<file path="config.mk">
export PLATFORM = sky130hd
export DESIGN_NAME = igds_sequencer
export DESIGN_NICKNAME = d
export VERILOG_FILES = /design/src/logic/igds_pkg.sv /design/src/logic/igds_sequencer.sv
export VERILOG_INCLUDE_DIRS = /design/src /design/src/logic
export SDC_FILE = /design/constraint.sdc
export NUM_CORES = 1
export LEC_CHECK = 0
export ABC_AREA = 0
export BUFFER_PORTS_ARGS = -buffer_cell sky130_fd_sc_hd__buf_2
export CORE_UTILIZATION = 55
export DETAILED_ROUTE_END_ITERATION = 8
export GPL_ROUTABILITY_DRIVEN = 0
export PLACE_DENSITY = 0.75
export SYNTH_ARGS = -nofsm -noshare
export SYNTH_HDL_FRONTEND = slang
export SYNTH_SLANG_ARGS = --single-unit
</file>
<file path="constraint.sdc">
create_clock -name clk_sys_i -period 2.9 [get_ports clk_sys_i]
set_clock_uncertainty 0.05 [all_clocks]
set_input_delay 0.145 -clock clk_sys_i [delete_from_list [all_inputs] [get_ports clk_sys_i]]
set_output_delay 0.145 -clock clk_sys_i [all_outputs]
set_load 0.005 [all_outputs]
</file>
<file path="src/logic/igds_map.svh">
// Purpose: constants for the isolated gate drive sequencer
// Assumes: 100 MHz sequencer clock (10 ns)
// Notes: times in ns, long-off and predischarge cycle counts derived from them
`ifndef IGDS_MAP_SVH
`define IGDS_MAP_SVH
`define IGDS_CLK_PERIOD_NS 10
`define IGDS_LONG_OFF_NS 32000
`define IGDS_LONG_OFF_CYC (`IGDS_LONG_OFF_NS / `IGDS_CLK_PERIOD_NS)
`define IGDS_PREDIS_NS 20
`define IGDS_PREDIS_CYC ((`IGDS_PREDIS_NS + `IGDS_CLK_PERIOD_NS - 1) / `IGDS_CLK_PERIOD_NS)
`define IGDS_FAST_GAP_CYC 16
`define IGDS_SLOW_GAP_CYC 256
`define IGDS_WDOG_SLOW_CYC 64
`define IGDS_WDOG_LOST_CYC 1024
`define IGDS_NEG_OFF_DEF 100
`endif

</file>
<file path="src/logic/igds_pkg.sv">
// Purpose: types for the isolated gate drive sequencer
// Assumes: nothing
// Notes: drive states of the output side
package igds_pkg;
	typedef enum logic [2:0] {
		IGDS_DEEP_OFF = 3'b000,
		IGDS_PREDIS = 3'b001,
		IGDS_ON = 3'b010,
		IGDS_NEG_OFF = 3'b011,
		IGDS_ZERO_OFF = 3'b100
	} igds_state_t;
endpackage

</file>
<file path="src/logic/igds_sequencer.sv">
// Purpose: pwm to four-switch sequencer across an isolation link
// Assumes: lockout flags and pwm are asynchronous pins
// Notes: link modelled as a pulse toggle inside one clock
`timescale 1ns/100ps
`default_nettype none
`include "igds_map.svh"

// Contract
// - outputs move only with both supplies valid
// - separate gate and source output valid flags
// - input flag hysteresis done by analog comparator
// - input supply loss forces deep-off state
// - output lockout independent of input lockout
// - pulse train link with receiver watchdog
// - slower pulse rate after 32 us off
// - slow rate opens discharge, closes deep-off
// - negative-off duration is a configurable count
// - predischarge before turn-on from deep-off
// - zero level after negative-off until next event
// - long-off uses full negative supply
module igds_sequencer
	import igds_pkg::*;
#(
	parameter int unsigned NEG_OFF_W = 16,
	parameter int unsigned LONG_OFF_CYC = `IGDS_LONG_OFF_CYC
) (
	input wire logic clk_sys_i,
	input wire logic rst_i,
	input wire logic pwm_i,
	input wire logic input_lockout_flag_i,
	input wire logic gate_output_lockout_flag_i,
	input wire logic source_output_lockout_flag_i,
	input wire logic [NEG_OFF_W-1:0] negative_off_duration_i,
	output logic gate_pull_up_o,
	output logic gate_pull_down_o,
	output logic discharge_switch_o,
	output logic deep_off_switch_o,
	output logic long_off_o
);

	////////////////////////////////////////////////////////////
	// pin synchronisers
	logic [1:0] pwm_s_q, pwm_s_d;
	logic [1:0] vin_s_q, vin_s_d;
	logic [1:0] vg_s_q, vg_s_d;
	logic [1:0] vs_s_q, vs_s_d;

	always_comb begin
		pwm_s_d = {pwm_s_q[0], pwm_i};
		vin_s_d = {vin_s_q[0], input_lockout_flag_i};
		vg_s_d = {vg_s_q[0], gate_output_lockout_flag_i};
		vs_s_d = {vs_s_q[0], source_output_lockout_flag_i};
	end

	always_ff @(posedge clk_sys_i or posedge rst_i) begin
		if (rst_i) begin
			pwm_s_q <= 2'h0;
			vin_s_q <= 2'h0;
			vg_s_q <= 2'h0;
			vs_s_q <= 2'h0;
		end else begin
			pwm_s_q <= pwm_s_d;
			vin_s_q <= vin_s_d;
			vg_s_q <= vg_s_d;
			vs_s_q <= vs_s_d;
		end
	end

	logic pwm_s, in_ok, out_ok;
	assign pwm_s = pwm_s_q[1];
	assign in_ok = vin_s_q[1];
	assign out_ok = vg_s_q[1] & vs_s_q[1];

	////////////////////////////////////////////////////////////
	// transmitter: pulse train, rate drops after long off
	logic [15:0] gap_q, gap_d;
	logic [15:0] toff_q, toff_d;
	logic tx_lvl_q, tx_lvl_d;
	logic link_q, link_d;
	logic tx_slow;

	always_comb begin
		tx_slow = toff_q >= 16'(LONG_OFF_CYC);
		toff_d = toff_q;
		if (pwm_s | ~in_ok) begin
			toff_d = 16'h0;
		end else if (!tx_slow) begin
			toff_d = toff_q + 16'h1;
		end
		gap_d = gap_q + 16'h1;
		link_d = 1'b0;
		tx_lvl_d = tx_lvl_q;
		// level change is sent at once, then repeated
		if (in_ok && (pwm_s != tx_lvl_q || gap_q >= (tx_slow ? 16'(`IGDS_SLOW_GAP_CYC) :
				16'(`IGDS_FAST_GAP_CYC)))) begin
			link_d = 1'b1;
			tx_lvl_d = pwm_s;
			gap_d = 16'h0;
		end
	end

	always_ff @(posedge clk_sys_i or posedge rst_i) begin
		if (rst_i) begin
			gap_q <= 16'h0;
			toff_q <= 16'h0;
			tx_lvl_q <= 1'b0;
			link_q <= 1'b0;
		end else begin
			gap_q <= gap_d;
			toff_q <= toff_d;
			tx_lvl_q <= tx_lvl_d;
			link_q <= link_d;
		end
	end

	////////////////////////////////////////////////////////////
	// receiver: latch command, watchdog on pulse spacing
	logic rx_cmd_q, rx_cmd_d;
	logic [15:0] wd_q, wd_d;
	logic rx_long_q, rx_long_d;

	always_comb begin
		rx_cmd_d = rx_cmd_q;
		wd_d = wd_q;
		rx_long_d = rx_long_q;
		if (link_q) begin
			rx_cmd_d = tx_lvl_q;
			wd_d = 16'h0;
			if (tx_lvl_q) begin
				rx_long_d = 1'b0;
			end
		end else if (wd_q != 16'hffff) begin
			wd_d = wd_q + 16'h1;
		end
		// an arriving on pulse must win, else a short first pulse skips negative-off
		if (wd_q >= 16'(`IGDS_WDOG_SLOW_CYC) && !rx_cmd_d) begin
			rx_long_d = 1'b1;
		end
		// lost link or input supply: fall back to off
		if (wd_q >= 16'(`IGDS_WDOG_LOST_CYC) || !in_ok) begin
			rx_cmd_d = 1'b0;
			rx_long_d = 1'b1;
		end
	end

	always_ff @(posedge clk_sys_i or posedge rst_i) begin
		if (rst_i) begin
			rx_cmd_q <= 1'b0;
			wd_q <= 16'h0;
			rx_long_q <= 1'b1;
		end else begin
			rx_cmd_q <= rx_cmd_d;
			wd_q <= wd_d;
			rx_long_q <= rx_long_d;
		end
	end

	////////////////////////////////////////////////////////////
	// drive state machine
	igds_state_t st_q, st_d;
	logic [NEG_OFF_W-1:0] tmr_q, tmr_d;
	logic gpu_d, gpd_d, dis_d, deep_d;
	logic gpu_q, gpd_q, dis_q, deep_q, long_q;

	always_comb begin
		st_d = st_q;
		tmr_d = (tmr_q != '0) ? tmr_q - 1'b1 : tmr_q;
		if (!out_ok) begin
			st_d = st_q; // hold while output side unpowered
		end else if (rx_long_q && !rx_cmd_q) begin
			st_d = IGDS_DEEP_OFF;
		end else begin
			case (st_q)
				IGDS_DEEP_OFF: begin
					if (rx_cmd_q) begin
						st_d = IGDS_PREDIS;
						tmr_d = NEG_OFF_W'(`IGDS_PREDIS_CYC);
					end
				end
				IGDS_PREDIS: begin
					if (tmr_q <= NEG_OFF_W'(1)) begin
						st_d = rx_cmd_q ? IGDS_ON : IGDS_NEG_OFF;
						tmr_d = negative_off_duration_i;
					end
				end
				IGDS_ON: begin
					if (!rx_cmd_q) begin
						st_d = IGDS_NEG_OFF;
						tmr_d = negative_off_duration_i;
					end
				end
				IGDS_NEG_OFF: begin
					if (rx_cmd_q) begin
						st_d = IGDS_ON;
					end else if (tmr_q <= NEG_OFF_W'(1)) begin
						st_d = IGDS_ZERO_OFF;
					end
				end
				IGDS_ZERO_OFF: begin
					if (rx_cmd_q) begin
						st_d = IGDS_ON;
					end
				end
				default: begin
					st_d = IGDS_DEEP_OFF;
				end
			endcase
		end
		// gate leg: pull_up/pull_down, source leg: discharge/deep_off
		gpu_d = 1'b0;
		gpd_d = 1'b1;
		dis_d = 1'b0;
		deep_d = 1'b1;
		case (st_d)
			IGDS_ON: begin
				gpu_d = 1'b1;
				gpd_d = 1'b0;
				dis_d = 1'b1;
				deep_d = 1'b0;
			end
			IGDS_PREDIS, IGDS_ZERO_OFF: begin
				dis_d = 1'b1;
				deep_d = 1'b0;
			end
			IGDS_NEG_OFF: begin
				dis_d = 1'b1;
				deep_d = 1'b0;
			end
			default: begin
			end
		endcase
		if (!out_ok) begin
			gpu_d = gpu_q;
			gpd_d = gpd_q;
			dis_d = dis_q;
			deep_d = deep_q;
		end
	end

	always_ff @(posedge clk_sys_i or posedge rst_i) begin
		if (rst_i) begin
			st_q <= IGDS_DEEP_OFF;
			tmr_q <= '0;
			gpu_q <= 1'b0;
			gpd_q <= 1'b1;
			dis_q <= 1'b0;
			deep_q <= 1'b1;
			long_q <= 1'b1;
		end else begin
			st_q <= st_d;
			tmr_q <= tmr_d;
			gpu_q <= gpu_d & ~gpd_d;
			gpd_q <= gpd_d;
			dis_q <= dis_d & ~deep_d;
			deep_q <= deep_d;
			long_q <= (st_d == IGDS_DEEP_OFF);
		end
	end

	assign gate_pull_up_o = gpu_q;
	assign gate_pull_down_o = gpd_q;
	assign discharge_switch_o = dis_q;
	assign deep_off_switch_o = deep_q;
	assign long_off_o = long_q;

endmodule
`default_nettype wire

</file>
# ---- Word-level counts from Yosys, hierarchy flattened
# Cells that the tools add are included.
dict set report word_totals {
  mem_bits_ro 0
  latchBits 0
  mem_bits_rw 0
  input_bits 22
  mem_count 0
  register_bits 84
}
dict set report classes {
  n_reduce_logical 16
  eq_ne 11
  n_mux 38
  order_cmp 5
  mul 0
  addsub 4
  n_div 0
  n_bitwise 7
  shift 0
}
# cell n
set op_table {}
lappend op_table {{two-way mux 16 bit} 11}
lappend op_table {{adder 16 x 1 -> 16 bit, second input constant} 3}
lappend op_table {{case mux 16 bit (3 select lines)} 1}
lappend op_table {{two-way mux 3 bit} 8}
lappend op_table {{greater-or-equal comparator 16 x 11 -> 1 bit, second input constant} 1}
lappend op_table {{greater-or-equal comparator 16 x 12 -> 1 bit, second input constant} 1}
lappend op_table {{greater-or-equal comparator 16 x 7 -> 1 bit, second input constant} 1}
lappend op_table {{greater-or-equal comparator 16 x 9 -> 1 bit} 1}
lappend op_table {{less-or-equal comparator 16 x 1 -> 1 bit, second input constant} 1}
lappend op_table {{two-way mux 1 bit} 16}
lappend op_table {{inequality test 16 bit, second input constant} 1}
lappend op_table {{nonzero test 16 bit} 1}
lappend op_table {{subtractor 16 x 1 -> 16 bit, second input constant} 1}
lappend op_table {{case mux 3 bit (5 select lines)} 1}
lappend op_table {{== test 3 x 2 -> 1 bit, second input constant} 4}
lappend op_table {{two-way mux 9 bit} 1}
lappend op_table {{== test 3 x 1 -> 1 bit, second input constant} 2}
lappend op_table {{== test 3 bit, second input constant} 2}
lappend op_table {{zero test 3 bit} 2}
lappend op_table {{nonzero test 3 bit} 2}
lappend op_table {{OR reduction 4 bit} 1}
lappend op_table {{AND 1 bit} 3}
lappend op_table {{logical AND 1 bit} 3}
lappend op_table {{zero test 1 bit} 3}
lappend op_table {{other kinds (7)} 10}

# ---- Depth between registers and ports, before layout
dict set report logic_depth {
  depth_word 12
  depth_mapped 10
  mapped_depth_nobuf 8
}

# ---- Worst setup path before layout
# Ideal clock, no wire load.
dict set report synth_path {
  path_type {reg2reg}
  startpoint {register toff_q[7]}
  endpoint {register gap_q[10]}
  required_time_ns 2.778
  stages_incl_launch_ff 10
  t_arrival_ns 2.573
  synth_period_minus_slack_ns 2.696
  setup_ns 0.072
  slack_ns 0.204
  cell_sequence {dfrtp_1 o311ai_0 and2_1 buf_2 ha_1 or4b_2 o21ai_0 a41oi_1 clkbuf_1 nor2_1}
}
dict set report synth_between {
  elab_chain_cells 6
}
# element line_no
set synth_lines {}
lappend synth_lines {{start: declaration} igds_sequencer.sv:77} ;# logic [15:0] toff_q, toff_d;
lappend synth_lines {{start signal: assignment} igds_sequencer.sv:110} ;# toff_q <= toff_d;
lappend synth_lines {{greater-or-equal comparator 16 x 12 -> 1 bit} igds_sequencer.sv:83} ;# tx_slow = toff_q >= 16'(LONG_OFF_CYC);
lappend synth_lines {{two-way mux 9 bit} igds_sequencer.sv:94} ;# if (in_ok && (pwm_s != tx_lvl_q || gap_q >= (tx_slow ? 16'(`IGDS_SLOW_GAP_CYC) :
lappend synth_lines {{greater-or-equal comparator 16 x 9 -> 1 bit} igds_sequencer.sv:94}
lappend synth_lines {{logical OR 1 bit} igds_sequencer.sv:94}
lappend synth_lines {{logical AND 1 bit} igds_sequencer.sv:94}
lappend synth_lines {{two-way mux 16 bit} igds_sequencer.sv:94}
lappend synth_lines {{net gap_d[10]} igds_sequencer.sv:76} ;# logic [15:0] gap_q, gap_d;
lappend synth_lines {{end signal: assignment} igds_sequencer.sv:109} ;# gap_q <= gap_d;
lappend synth_lines {{end: declaration} igds_sequencer.sv:76}
# The timed path passes the listed nets, and every way through them passes these cells.
# A chain may end at the register's enable or synchronous reset.

# ---- Worst setup path after layout
dict set report layout_path {
  startpoint {register toff_q[7]}
  endpoint {register gap_q[15]}
}
# The elaborated chain is that of the path after synthesis.

==> impl_metrics.toml <==
[die]
core_um2 = 7410
initial_core_util_pct = 58.3
rows = 31
dieArea_um2 = 8200
die_y_um = 90.6
die_w_um = 90.6
pin_count = 27

[run_status]
outcome = "completed"

[detailed_routing]
num_vias = 3390
wirelength_mm = 8.70
drc = 0
initialDrtViolationCount = 145
final_antenna_net_count = 0
drtPass1Iterations = 4
wire_per_inst_um = 14.8
viasPerCell = 5.78

[global_routing]
grt_pass1_vias = 3195
grt_pass1_wl_mm = 15.1
grt_max_degree = 44
grt-ovfl-total = 0
grt_antenna_before_repair = 0
grt_usage_pct = 22.7

[place]
portBuffers = 26
dp_slack_ns = 0.316
hpwl_mm = 5.96

[synth]
synth_nets = 470
syn_avg_cell_area_um2 = 9.88
synth.distinct_cells = 57
yosys.area_share.adder_pct = 3.19
synthesis.instances = 437
yosys.area_share.simple_pct = 22.3
synthMuxAreaShare_pct = 1.19
synth_xor_area_share_pct = 7.71
ys_warn_count = 0
netlist_area_um2 = 4320
synth_seq_cells = 84
synth-compound-area-share_pct = 14.0
yosysSeqAreaShare_pct = 48.8
async_flop_share_pct = 100
synth_top_family_by_area = "simple AND/OR/NAND/NOR gates"
synth_edf_count = 0
ys.flop_type = "dfrtp_1"

[sta]
fin_crit_ns = 2.60
maxSlewViolCount = 0
worst_pin_slew_ns = 0.732
rsz0062_at_grt = "false"
setup_viol = 0
slew_headroom_pct = 51.2
hold_viol = 0
finalCritPeriodShare_pct = 89.8
fin_tns_setup_ns = 0
postLayoutSetupSlackWorst_ns = 0.296
holdWs_ns = 0.0122
max_freq_mhz = 384

[critical_path]
crit_path_start_kind = "register"
cp.required_ns = 3.13
cp_max_fo = 17
cp.arrival_ns = 2.84
crit_type = "register to register"
crit_path_end_kind = "register"

[final_layout]
area_growth_pct = 15.6
diodes = 0
regArea_um2 = 2110
nNetsFinal = 515
fill_cells = 588
final_cell_mix = "dfrtp_1 (80), nor2_1 (50), nand2_1 (27)"
multi_input_area_um2 = 2090
drive_above_1_share_pct = 12.5
layout_commonest_cell = "dfrtp_1"

[cts]
clock_latency_ns = 0.36
numCtsBuffers = 9
cts_hold_buf = 18
cts-htree-levels = 3
clock-root-buffer = "clkbuf_8"
cts.path.max_buffers = 2
cts_tree = "done"
cts_setup_buffers = 0
cts.sink_count = 84
cts_resized = 0
path_clk_slew_ns = 0.09

[power_and_ir_drop]
p_leak_uw = 0.00218
vdd_drop_max_mv = 0.417
power_density_nw_per_um2 = 630
power_uw = 3140

[min_path]
hold_class = "input port to register"

[job]
drv_cap = 0
-- routing by layer --
layer / track usage [%] / wire (um) / up-vias
met3: 2.78 / 272 / 7
met4: 8.87 / 115 / 0
li1: - / - / 1661
met2: 35.8 / 4170 / 66
met1: 32.1 / 4140 / 1656
met5: 0 / 0 / -
-- final timing paths --
path / endpoint / slack [ns] / cells past startpoint / from
max: gap_q[15]$_DFF_PP0_ / 0.30 / 8 / toff_q[7]$_DFFE_PP0P_
max reg2reg: gap_q[15]$_DFF_PP0_ / 0.30 / 8 / toff_q[7]$_DFFE_PP0P_
max in group asynchronous: gap_q[0]$_DFF_PP0_ / 1.76 / 4 / rst_i
min in group asynchronous: vg_s_q[0]$_DFF_PP0_ / 0.38 / 3 / rst_i
min: tmr_q[0]$_DFF_PP0_ / 0.01 / 2 / negative_off_duration_i[0]
min reg2reg: vs_s_q[1]$_DFF_PP0_ / 0.31 / 0 / vs_s_q[0]$_DFF_PP0_
-- cell usage after synthesis, drive strengths merged, types with 2 or more instances --
| library cell | number | area (um^2) |
|---|---|---|
| nor3 | 10 | 60.1 |
| or4 | 2 | 15.0 |
| o21bai | 3 | 22.5 |
| a31oi | 8 | 50.1 |
| nor2b | 4 | 25.0 |
| nor3b | 2 | 15.0 |
| inv | 17 | 63.8 |
| buf | 2 | 10.0 |
| o21ai | 26 | 130 |
| dfstp | 4 | 105 |
| nor2 | 51 | 194 |
| and3 | 7 | 43.8 |
| a32o | 2 | 20.0 |
| ha | 11 | 138 |
| nand2 | 27 | 101 |
| mux2i | 4 | 40.0 |
| dfrtp | 80 | 2000 |
| xnor2 | 19 | 166 |
| and4 | 6 | 52.6 |
| a21oi | 12 | 60.1 |
| a22o | 12 | 105 |
| and2 | 9 | 56.3 |
| nand3 | 21 | 110 |
| o31ai | 4 | 30.0 |
| o2bb2ai | 2 | 17.5 |
| o211ai | 3 | 22.5 |
| nand4 | 9 | 56.3 |
| xor2 | 19 | 166 |
| nand3b | 2 | 15.0 |
| a211oi | 3 | 22.5 |
| nand2b | 5 | 31.3 |
| clkbuf | 13 | 48.8 |
| o31a | 3 | 26.3 |
| nor4 | 10 | 92.6 |
| or3 | 9 | 56.3 |
-- through the flow --
step	util, %	instance area, um^2	instances
4_1_cts	67.4	4990	586
2_1_floorplan	-	4320	437
5_1_grt	67.4	4990	586
3_3_place_gp	61.6	4560	552
6_report	67.4	4990	586
3_5_place_dp	61.6	4560	552
-- cell families after synthesis --
group	Yosys count
adder cells (fa/ha/maj)	11
flip-flops	84
buffers and inverters	32
XOR/XNOR	38
AND/OR/NAND/NOR	178
AO/OA/AOI/OAI	89
multiplexers	5
-- layout make-up --
class	count	area share, %
clock buffer	9	2.48
clock inverter	7	2.48
inverter	17	1.30
multi-input combinational	321	41.8
sequential	84	42.2
tap	99	2.48
timing repair buffer	49	7.22
-- state kept, by name (all words and copies together), names as in the netlist, 2 cells and up --
| register | cells |
|---|---|
| wd_q | 16 |
| gap_q | 16 |
| toff_q | 16 |
| vin_s_q | 2 |
| st_q | 3 |
| tmr_q | 16 |
| vg_s_q | 2 |
| pwm_s_q | 2 |
| vs_s_q | 2 |
-- report_power, final --
group / switching (uW) / internal [uW]
clock: 444 / 578
combinational: 320 / 292
sequential: 190 / 1320
total: 954 / 2190
-- critical path, stage by stage (launching register included) --
cell and delay (ns):
dfrtp_1 0.43, o311ai_0 0.41, and2_1 0.22, ha_1 0.15, or4b_2 0.58, o21ai_0 0.20, a41oi_1 0.13, buf_4 0.22
nor2_1 0.13
(Power assumes the default switching activity.)
